--- config.mk ---
export PLATFORM = sky130hd
export DESIGN_NAME = csb_unit
export DESIGN_NICKNAME = d
export VERILOG_FILES = /design/src/common/csb_pkg.sv /design/src/common/csb_alu_if.sv /design/src/rtl/csb_sub_flags.sv /design/src/rtl/csb_unit.sv
export SDC_FILE = /design/constraint.sdc
export NUM_CORES = 1
export LEC_CHECK = 0
export ABC_AREA = 1
export BUFFER_PORTS_ARGS = -buffer_cell sky130_fd_sc_hd__buf_2
export CAP_MARGIN = 5
export CORE_MARGIN = 5
export CORE_UTILIZATION = 58
export CTS_CLUSTER_DIAMETER = 150
export DETAILED_ROUTE_END_ITERATION = 8
export PLACE_DENSITY = 0.88
export SLEW_MARGIN = 10
export SYNTH_ARGS = -nofsm -noshare
export SYNTH_HDL_FRONTEND = slang
export SYNTH_SLANG_ARGS = --single-unit
--- constraint.sdc ---
create_clock -name mclk -period 9.6 [get_ports mclk]
set_clock_uncertainty 0.15 [all_clocks]
set_input_delay 1.92 -clock mclk [delete_from_list [all_inputs] [get_ports mclk]]
set_output_delay 1.92 -clock mclk [all_outputs]
set_load 0.02 [all_outputs]
--- src/common/csb_pkg.sv ---
// Shared constants and types of the compare, skip and branch unit
package csb_pkg;
    localparam int DATA_W = 8;
    localparam int PC_W   = 16;
    localparam int OFS_W  = 7;
    localparam int ADDR_W = 8;
    localparam int BIT_W  = 3;

    // Bit positions inside the flag register
    localparam logic [2:0] FLAG_C = 3'h0;
    localparam logic [2:0] FLAG_Z = 3'h1;
    localparam logic [2:0] FLAG_N = 3'h2;
    localparam logic [2:0] FLAG_V = 3'h3;
    localparam logic [2:0] FLAG_H = 3'h5;

    // Register map, byte addresses
    localparam logic [ADDR_W-1:0] REG_CTRL   = 8'h00;
    localparam logic [ADDR_W-1:0] REG_STATUS = 8'h04;
    localparam logic [ADDR_W-1:0] REG_COUNT  = 8'h08;
    localparam int                CTRL_EN    = 0;
    localparam logic              CTRL_EN_RST = 1'h1;

    // Program counter steps
    localparam logic [PC_W-1:0] SKIP_SHORT = 16'h0002;
    localparam logic [PC_W-1:0] SKIP_LONG  = 16'h0003;
    localparam logic [PC_W-1:0] BR_STEP    = 16'h0001;

    // Extra wait cycles loaded before the final cycle
    localparam logic [1:0] WAIT_TWO   = 2'h0;
    localparam logic [1:0] WAIT_THREE = 2'h1;

    typedef enum logic [4:0] {
        OP_NONE       = 5'h00,
        OP_CMP        = 5'h01,
        OP_CMPC       = 5'h02,
        OP_CMPI       = 5'h03,
        OP_COMPARE_SKIP_EQUAL       = 5'h04,
        OP_SKIP_RCLR  = 5'h05,
        OP_SKIP_RSET  = 5'h06,
        OP_SKIP_IOCLR = 5'h07,
        OP_SKIP_IOSET = 5'h08,
        OP_BR_SET     = 5'h09,
        OP_BR_CLR     = 5'h0a,
        OP_BR_EQ      = 5'h0b,
        OP_BR_NE      = 5'h0c,
        OP_BR_CS      = 5'h0d,
        OP_BR_CC      = 5'h0e,
        OP_BR_SH      = 5'h0f,
        OP_BR_LO      = 5'h10,
        OP_BR_MI      = 5'h11,
        OP_BR_PL      = 5'h12,
        OP_BR_GE      = 5'h13,
        OP_BR_LT      = 5'h14,
        OP_BR_HS      = 5'h15,
        OP_BR_HC      = 5'h16
    } csb_op_type;

    typedef enum logic [1:0] {
        ST_IDLE = 2'b01,
        ST_WAIT = 2'b10
    } csb_state_type;
endpackage : csb_pkg

--- src/common/csb_alu_if.sv ---
// Operand and flag bundle between the unit and its subtractor
`timescale 1ns/1ps
interface csb_alu_if;
    logic [7:0] lhs;
    logic [7:0] rhs;
    logic       borrowIn;
    logic       chainZero;
    logic       zero;
    logic       neg;
    logic       ovf;
    logic       carry;
    logic       half;
    modport user (output lhs, rhs, borrowIn, chainZero,
                  input  zero, neg, ovf, carry, half);
    modport alu  (input  lhs, rhs, borrowIn, chainZero,
                  output zero, neg, ovf, carry, half);
endinterface : csb_alu_if

--- src/rtl/csb_sub_flags.sv ---
// Eight-bit subtractor that only produces flags
`timescale 1ns/1ps
module csb_sub_flags (
    csb_alu_if.alu alu
);
    logic [8:0] wide;
    logic [7:0] diff;

    always_comb begin
        wide = {1'b0, alu.lhs} - {1'b0, alu.rhs} - {8'h00, alu.borrowIn};
        diff = wide[7:0];
        // Zero chains through a multi-byte compare
        alu.zero  = (diff == 8'h00) && alu.chainZero;
        alu.neg   = diff[7];
        alu.ovf   = (alu.lhs[7] & ~alu.rhs[7] & ~diff[7]) |
                    (~alu.lhs[7] & alu.rhs[7] & diff[7]);
        alu.carry = (~alu.lhs[7] & alu.rhs[7]) | (alu.rhs[7] & diff[7]) |
                    (diff[7] & ~alu.lhs[7]);
        alu.half  = (~alu.lhs[3] & alu.rhs[3]) | (alu.rhs[3] & diff[3]) |
                    (diff[3] & ~alu.lhs[3]);
    end
endmodule : csb_sub_flags

--- src/rtl/csb_unit.sv ---
// Compare, conditional skip and conditional branch execution unit
//
// Chosen here: the placing of the registers and the APB register port.
`timescale 1ns/1ps
// What this block does
// RQ1: Register compare subtracts the second register from the first, keeps no result, sets Z N V C H in one cycle.
// RQ2: Compare with carry also subtracts the carry, keeps no result, sets Z N V C H in one cycle.
// RQ3: Constant compare subtracts an encoded constant, keeps no result, sets Z N V C H in one cycle.
// RQ4: Compare-and-skip steps the counter by 2 or 3 when both registers match, no flags, 1 to 3 cycles.
// RQ5: Register bit clear skip jumps over the next instruction when the bit is zero, no flags.
// RQ6: Register bit set skip jumps over the next instruction when the bit is one, no flags.
// RQ7: I/O bit clear skip jumps over the next instruction when the I/O bit is zero, no flags.
// RQ8: I/O bit set skip jumps over the next instruction when the I/O bit is one, no flags.
// RQ9: Branch on flag set loads counter plus offset plus one when the chosen flag is one.
// RQ10: Branch on flag clear loads counter plus offset plus one when the chosen flag is zero.
// RQ11: Equal branch needs Z one and not-equal branch needs Z zero, flags untouched.
// RQ12: Carry-set and lower branches need C one, carry-clear and same-or-higher need C zero.
// RQ13: Negative branch needs N one and positive branch needs N zero.
// RQ14: Signed greater-or-equal needs N xor V zero, signed less-than needs it one.
// RQ15: Half-carry set and clear branches test H, flags untouched.
// RQ16: A failed branch ends in one cycle and a taken branch in two.
// RQ17: A skip takes one cycle untaken, two over a one-word and three over a two-word instruction.
module csb_unit
    import csb_pkg::*;
(
    input  wire logic              mclk,
    input  wire logic              reset,
    input  wire logic              issueValid,
    input  wire csb_op_type        issueOp,
    input  wire logic [7:0]        rdVal,
    input  wire logic [7:0]        rrVal,
    input  wire logic [7:0]        immK,
    input  wire logic [7:0]        ioVal,
    input  wire logic [BIT_W-1:0]  bitSel,
    input  wire logic [OFS_W-1:0]  offsetK,
    input  wire logic [PC_W-1:0]   pc,
    input  wire logic [7:0]        flagsIn,
    input  wire logic              nextTwoWord,
    output logic                   busy,
    output logic                   done,
    output logic                   flagsWe,
    output logic [7:0]             flagsOut,
    output logic                   pcLoad,
    output logic [PC_W-1:0]        pcTarget,
    input  wire logic              psel,
    input  wire logic              penable,
    input  wire logic              pwrite,
    input  wire logic [ADDR_W-1:0] paddr,
    input  wire logic [31:0]       pwdata,
    output logic [31:0]            prdata,
    output logic                   pready,
    output logic                   pslverr
);
    typedef struct packed {
        csb_state_type  state;
        logic [1:0]     cnt;
        logic           busy;
        logic           done;
        logic           flagsWe;
        logic [7:0]     flagsOut;
        logic           pcLoad;
        logic [PC_W-1:0] pcTarget;
        logic           enable;
        logic [15:0]    takenCount;
        logic [31:0]    prdata;
        logic           pready;
        logic           pslverr;
    } csb_regs_type;

    csb_regs_type q;
    csb_regs_type d;
    csb_alu_if    aluBus ();

    logic            issueFire;
    logic            isCmp;
    logic            isSkip;
    logic            isBranch;
    logic            skipCond;
    logic            brCond;
    logic [PC_W-1:0] offsetExt;

    csb_sub_flags u_sub (
        .alu (aluBus.alu)
    );

    assign offsetExt = {{(PC_W-OFS_W){offsetK[OFS_W-1]}}, offsetK};

    always_comb begin
        d = q;
        d.done    = 1'b0;
        d.pcLoad  = 1'b0;
        d.flagsWe = 1'b0;
        // Disabled unit ignores the issue strobe
        issueFire = issueValid && q.state == ST_IDLE && q.enable;
        isCmp    = issueOp == OP_CMP || issueOp == OP_CMPC || issueOp == OP_CMPI;
        isSkip   = issueOp inside {OP_COMPARE_SKIP_EQUAL, OP_SKIP_RCLR, OP_SKIP_RSET,
                                   OP_SKIP_IOCLR, OP_SKIP_IOSET};
        isBranch = issueOp inside {[OP_BR_SET:OP_BR_HC]};

        aluBus.lhs       = rdVal;
        aluBus.rhs       = (issueOp == OP_CMPI) ? immK : rrVal; // see RQ3
        aluBus.borrowIn  = (issueOp == OP_CMPC) && flagsIn[FLAG_C]; // see RQ2
        aluBus.chainZero = (issueOp == OP_CMPC) ? flagsIn[FLAG_Z] : 1'b1;

        case (issueOp)
            OP_COMPARE_SKIP_EQUAL:       skipCond = rdVal == rrVal;     // see RQ4
            OP_SKIP_RCLR:  skipCond = !rrVal[bitSel];     // see RQ5
            OP_SKIP_RSET:  skipCond = rrVal[bitSel];      // see RQ6
            OP_SKIP_IOCLR: skipCond = !ioVal[bitSel];     // see RQ7
            OP_SKIP_IOSET: skipCond = ioVal[bitSel];      // see RQ8
            default:       skipCond = 1'b0;
        endcase

        case (issueOp)
            OP_BR_SET: brCond = flagsIn[bitSel];                 // see RQ9
            OP_BR_CLR: brCond = !flagsIn[bitSel];                // see RQ10
            OP_BR_EQ:  brCond = flagsIn[FLAG_Z];                 // see RQ11
            OP_BR_NE:  brCond = !flagsIn[FLAG_Z];                // see RQ11
            OP_BR_CS,
            OP_BR_LO:  brCond = flagsIn[FLAG_C];                 // see RQ12
            OP_BR_CC,
            OP_BR_SH:  brCond = !flagsIn[FLAG_C];                // see RQ12
            OP_BR_MI:  brCond = flagsIn[FLAG_N];                 // see RQ13
            OP_BR_PL:  brCond = !flagsIn[FLAG_N];                // see RQ13
            // Taken from N and V, not a stored sign bit
            OP_BR_GE:  brCond = !(flagsIn[FLAG_N] ^ flagsIn[FLAG_V]); // see RQ14
            OP_BR_LT:  brCond = flagsIn[FLAG_N] ^ flagsIn[FLAG_V];    // see RQ14
            OP_BR_HS:  brCond = flagsIn[FLAG_H];                 // see RQ15
            OP_BR_HC:  brCond = !flagsIn[FLAG_H];                // see RQ15
            default:   brCond = 1'b0;
        endcase

        case (q.state)
            ST_IDLE: begin
                if (issueFire && isCmp) begin
                    d.done    = 1'b1;
                    d.flagsWe = 1'b1; // see RQ1
                    d.flagsOut = flagsIn;
                    d.flagsOut[FLAG_Z] = aluBus.zero;
                    d.flagsOut[FLAG_N] = aluBus.neg;
                    d.flagsOut[FLAG_V] = aluBus.ovf;
                    d.flagsOut[FLAG_C] = aluBus.carry;
                    d.flagsOut[FLAG_H] = aluBus.half;
                end else if (issueFire && isSkip) begin
                    if (skipCond) begin
                        d.state = ST_WAIT;
                        d.busy  = 1'b1;
                        d.cnt   = nextTwoWord ? WAIT_THREE : WAIT_TWO; // see RQ17
                        d.pcTarget = pc + (nextTwoWord ? SKIP_LONG : SKIP_SHORT); // see RQ4
                        d.takenCount = q.takenCount + 16'h0001;
                    end else begin
                        d.done = 1'b1; // see RQ17
                    end
                end else if (issueFire && isBranch) begin
                    if (brCond) begin
                        d.state = ST_WAIT;
                        d.busy  = 1'b1;
                        d.cnt   = WAIT_TWO; // see RQ16
                        d.pcTarget = pc + offsetExt + BR_STEP; // see RQ9
                        d.takenCount = q.takenCount + 16'h0001;
                    end else begin
                        d.done = 1'b1; // see RQ16
                    end
                end else if (issueFire) begin
                    d.done = 1'b1;
                end
            end
            ST_WAIT: begin
                if (q.cnt == WAIT_TWO) begin
                    d.state  = ST_IDLE;
                    d.busy   = 1'b0;
                    d.done   = 1'b1;
                    d.pcLoad = 1'b1; // see RQ16
                end else begin
                    d.cnt = q.cnt - 2'h1;
                end
            end
            default: begin
                d.state = ST_IDLE;
                d.busy  = 1'b0;
            end
        endcase

        // APB slave, zero wait states, answer prepared in the setup cycle
        d.pready  = 1'b0;
        d.pslverr = 1'b0;
        if (psel && !penable && !q.pready) begin
            d.pready = 1'b1;
            d.prdata = 32'h0000_0000;
            case (paddr)
                REG_CTRL:   d.prdata[CTRL_EN] = q.enable;
                REG_STATUS: d.prdata = {16'h0000, q.flagsOut, 7'h00, q.busy};
                REG_COUNT:  d.prdata = {16'h0000, q.takenCount};
                default:    d.pslverr = 1'b1;
            endcase
        end
        // Only the control word is writable; the others ignore writes
        if (psel && penable && q.pready && pwrite && paddr == REG_CTRL) begin
            d.enable = pwdata[CTRL_EN];
        end
    end

    always_ff @(posedge mclk) begin
        if (reset) begin
            q <= '{state: ST_IDLE, cnt: 2'h0, busy: 1'b0, done: 1'b0,
                   flagsWe: 1'b0, flagsOut: 8'h00, pcLoad: 1'b0,
                   pcTarget: 16'h0000,
                   enable: CTRL_EN_RST, takenCount: 16'h0000,
                   prdata: 32'h0000_0000, pready: 1'b0, pslverr: 1'b0};
        end else begin
            q <= d;
        end
    end

    assign busy     = q.busy;
    assign done     = q.done;
    assign flagsWe  = q.flagsWe;
    assign flagsOut = q.flagsOut;
    assign pcLoad   = q.pcLoad;
    assign pcTarget = q.pcTarget;
    assign prdata   = q.prdata;
    assign pready   = q.pready;
    assign pslverr  = q.pslverr;

    logic accept;
    assign accept = issueValid && !busy && q.enable;
endmodule : csb_unit

* Yosys cells after proc, flatten, opt, wreduce, memory -nomap -nowiden
Index checks and enable logic that the tools add are counted.
Widths: inputs -> output; s select.
** Storage, ports and cells
- Register bits after elaboration :: 67
- Output and inout port bits :: 62
** Cells by class
- Reductions and logical operators :: 43
- Equal/unequal tests :: 34
- Add/sub/neg operators :: 7
- Bitwise operators :: 23
- Mux-type cells :: 43
- Order comparisons :: 3
** Operators with widths (count)
- $mux 16 :: 8
- $eq 5x4->1 const B :: 8
- $eq 5x5->1 const B :: 7
- $add 16x1->16 const B :: 2
- $pmux 15 s2 :: 1
- $eq 5x3->1 const B :: 4
- $mux 5 :: 4
- $add 16x16->16 :: 1
- $add 16x2->16 :: 1
- $logic_not 8->1 :: 2
- $logic_and 1x1->1 :: 14
- $mux 1 :: 13
- $pmux 1 s12 :: 1
- $eq 5x2->1 const B :: 2
- $logic_not 1->1 :: 10
- $reduce_and 5->1 :: 2
- $reduce_or 2->1 :: 5
- $and 1x1->1 :: 9
- $bmux 1 s3 :: 3
- $mux 9 :: 1
- $eq 8x3->1 const B :: 1
- $eq 8x4->1 const B :: 1
- $eq 8x8->1 :: 1
- $mux 2 :: 4
- other kinds (29) :: 48

* Depth between registers and ports, before layout
- Depth in word-level cells :: 9
- Mapped depth :: 20

* Hierarchy
From an unflattened synthesis, not the netlist that was laid out.
** Second synthesis, totals
- Cells, all modules :: 1022
- Area total of the unflattened synthesis :: 6247.2 um2
** Modules (own cells, without submodules)
- csb_unit :: seq. area each 1321.3 um2, times used 1, area an instance 5620.4 um2, cells each 911
- csb_sub_flags :: seq. area each 0.0 um2, times used 1, area an instance 626.9 um2, cells each 111

* Worst setup path after synthesis
OpenSTA, ideal clock, no wires.
- Path kind :: input to register
- Start :: input issueOp[3]
- End :: register q (netlist bit flagsOut[1])
- Data arrival time :: 4342 ps
- Cell stages on the path :: 18
- Library setup time :: 138 ps
- Path slack :: 4970 ps
- Cell sequence :: inv_1 -> nand2_1 -> nor2_1 -> inv_1 -> nor2_1 -> clkbuf_1 -> o21ai_0 -> fa_1 -> fa_1 -> nand2_1 -> inv_1 -> o21bai_1 -> nand2_1 -> nand2_1 -> a21oi_1 -> xor2_1 -> nand4_1 -> a21oi_1
** On the way
- Cells in the longest elaborated chain, start to end :: 6
** RTL lines
- start, declared :: RTL line csb_unit.sv:29 : input wire csb_op_type issueOp,
- $eq 5x2->1 :: RTL line csb_unit.sv:95, csb_unit.sv:101
- $mux 8 :: RTL line csb_unit.sv:101 : aluBus.rhs = (issueOp == OP_CMPI) ? immK : rrVal;
- $sub 8x8->8 :: RTL line csb_sub_flags.sv:10 : wide = {1'b0, alu.lhs} - {1'b0, alu.rhs} - {8'h00, alu.borrowIn};
- $sub 8x1->8 :: RTL line csb_sub_flags.sv:10
- $logic_not 8->1 :: RTL line csb_sub_flags.sv:13 : alu.zero = (diff == 8'h00) && alu.chainZero;
- $logic_and 1x1->1 :: RTL line csb_sub_flags.sv:13
- end signal, assigned :: RTL line csb_unit.sv:205 : q <= '{state: ST_IDLE, cnt: 2'h0, busy: 1'b0, done: 1'b0,
- end, declared :: RTL line csb_unit.sv:70 : csb_regs_type q;
Parallel ways exist; a longest one is shown, timed or not.
A chain may end at the register's enable or synchronous reset.

* Worst setup path after layout
Same ends and word-level chain as after synthesis.

==> out/qor.yml <==
run_status: "complete, no violations"
syn-cell-area_sq_um: 6150
routed_wl_mm: 15.3
ys_seq_elements: 66
maxCapViolCount: 0
ios: 180
drt_iter0_markers: 441
clock_latency_ns: 0.34
swShare: 0.358
avgViaCountPerCell: 5.23
finalMaxSlewViolations: 0
critPathMaxFanout: 14
clock.fmax_mhz: 201
ys_seq_area_frac: 0.215
post_cts_buffers: 0
worstMarginPinSlew_ns: 1.21
wl_per_cell_um: 12.9
synthMuxAreaShare: 0
netlist_instances: 964
crit_path_end_kind: "flop"
row_count: 37
hold_path_class: "flop to flop"
critPathTopFamily: "simple AND/OR/NAND/NOR gates"
dp_hpwl_mm: 12.2
port_buffers: 132
htree_levels: 3
start_util: 0.596
tritoncts: "done"
setup_viol: 0
drive_gt1_frac: 0.184
synth-xor-area-share: 0.0570
setup_tns_ns: 0
intPower_uw: 511
seq_power_share: 0.378
antenna_cells: 0
cts_resized: 0
coreArea_sq_um: 10300
vias: 6183
area_growth_pct: 8.01
dieWidth_um: 113
grt.overflow.total: 0
synth_top_area_share: 0.215
slew_headroom: 0.193
die-area_sq_um: 12800
crit_chain: "buf_2 > inv_1 > nand2_1 > nor2_1 > inv_1 > nor2_1 > o21ai_0 > fa_1 > fa_1 > nand2_1 > inv_1 > o21bai_1 > xor2_1 > nor3_1 > nand4_1 > a21oi_1"
yosysTopAreaCell: "dfxtp_1"
synth_edf_count: 0
nets: 1198
grt_max_degree: 43
design_area_sq_um: 6640
cts_buffers: 9
p_leak_uw: 0.00343
clock-root-buffer: "clkbuf_8"
drt-pass1-iter-count: 5
cp.arrival_ns: 5.10
synthSimpleGateAreaFrac: 0.325
crit_path_max_incr_delay_ns: 0.59
p_comb_frac: 0.344
power_density_nw_per_um2: 120
grt_pass1_wl_mm: 25.3
layout_min_cycle_time_ns: 4.98
fin_crit_sh: 0.519
yosys.area_share.adder: 0.0810
grt.total_usage: 0.234
die_h_um: 113
gp_congestion: 0.949
yosys.cell_types.count: 45
start_kind: "input port"
synth-compound-area-share: 0.134
power_switching_uw: 285
clock_path_buffers: 2
hold_viol: 0
antenna_found_initial: 0
hold_buffers: 0
ys_warn_count: 0
cts_sinks: 66
critPathMostFrequentCell: "inv_1"
path_class: "input port to flop"
vdd.ir_drop.worst_uv: 90.0
synth_top_family_by_area: "simple AND/OR/NAND/NOR gates"
rsz0062_at_grt: "false"
required_ns: 9.72
worst-path-buf-inv: 4
drc: 0
final_cell_mix: "nand2_1, inv_1, buf_2, nor2_1, nand3_1"
synth_ff_type: "dfxtp_1"
placed_area_sq_um: 6460
grt_pass1_vias: 5603
postSynth.asyncResetShare: 0
nFillCells: 967
syn-mean-instance-area_sq_um: 6.38
drtAntennaViolNets: 0
synth.top_cells.by_area: "dfxtp_1, nand2_1, inv_1"
clkTransAtPathRegs_ns: 0.06
cpMaxStageDelayCell: "nor2_1"
mostFrequentLayoutCell: "nand2_1"
clkPwrFrac: 0.278
cell families after synthesis:
logic type / Yosys count
and+or+nand+nor: 445
buffers and inverters: 230
AOI/OAI and AO/OA: 144
DFF: 66
xor gates and xnor gates: 40
adders and majority gates: 38
other: 1
state kept, by name (all words and copies together), names as in the netlist:
name	cells
q	21
flagsOut	8
prdata	16
pready	1
done	1
pcTarget	16
pcLoad	1
pslverr	1
flagsWe	1
worst min-delay path: cells and delay by family, from the launching register on:
kind,cells,cell delay (ns)
compound gates,1,0.05
flops,1,0.31
simple gates,1,0.06
synthesized netlist by cell type, types with 3 or more instances:
| cell | n |
|---|---|
| o211ai_1 | 6 |
| xor2_1 | 28 |
| a21oi_1 | 48 |
| a31oi_1 | 4 |
| nor3_1 | 10 |
| fa_1 | 3 |
| o22ai_1 | 5 |
| inv_2 | 10 |
| buf_2 | 3 |
| xnor2_1 | 12 |
| a21oi_2 | 10 |
| ha_1 | 35 |
| nand3b_1 | 9 |
| nand2_1 | 212 |
| o21bai_1 | 5 |
| buf_4 | 60 |
| buf_6 | 4 |
| nor2_1 | 92 |
| nand3_1 | 79 |
| nor4_1 | 8 |
| clkbuf_1 | 11 |
| dfxtp_1 | 66 |
| nand3_2 | 10 |
| inv_1 | 138 |
| nand4_1 | 12 |
| o21ai_0 | 56 |
final timing paths:
| kind | startpoint | endpoint | slack [ns] | depth (start not counted) |
|---|---|---|---|---|
| worst min-delay path | pcTarget[14] | pcTarget[14] | 0.32 | 2 |
| worst min register to register | pcTarget[14] | pcTarget[14] | 0.32 | 2 |
| worst max-delay path | issueOp[3] | flagsOut[1] | 4.62 | 16 |
| worst max register to register | q[82] | pcTarget[1] | 6.61 | 12 |
per-layer routing:
metal  global-route usage  vias to the layer above  part of all wire
met5                    0                        -                 0
met3               0.0390                       28             0.062
met4               0.0713                        0             0.019
li1                     -                     3172                 -
met2                0.395                      221              0.48
met1                0.307                     2762              0.44
metrics by stage:
stage / setup slack [ns] / hold WS [ns] / instances / util / power (uW)
after floorplan: 4.97 / 0.289 / 979 / - / 527
after global placement: 4.37 / 0.307 / 1167 / 0.626 / 570
after detailed placement: 4.30 / 0.309 / 1167 / 0.626 / 577
after CTS: 4.65 / 0.320 / 1182 / 0.644 / 797
after global routing: 4.24 / 0.346 / 1182 / 0.644 / 847
final: 4.62 / 0.324 / 1182 / 0.644 / 795
area by class of cell:
cell class	instances	area (sq um)	share of cell area
multi-input combinational	683	3740	0.562
clock buffer	12	145	0.0218
sequential	66	1320	0.199
tap	136	170	0.0256
timing repair buffer	134	676	0.102
inverter	148	556	0.0836
clock inverter	3	40.0	0.00603
power groups by stage:
| stage | clock [uW] | combinational [uW] | sequential [uW] |
|---|---|---|---|
| final | 221 | 274 | 301 |
| after CTS | 224 | 272 | 301 |
| after floorplan | 0 | 223 | 304 |
| after global placement | 0 | 264 | 306 |
| after detailed placement | 0 | 271 | 306 |
| after global routing | 236 | 309 | 302 |
Power figures use the tool's default switching activity.
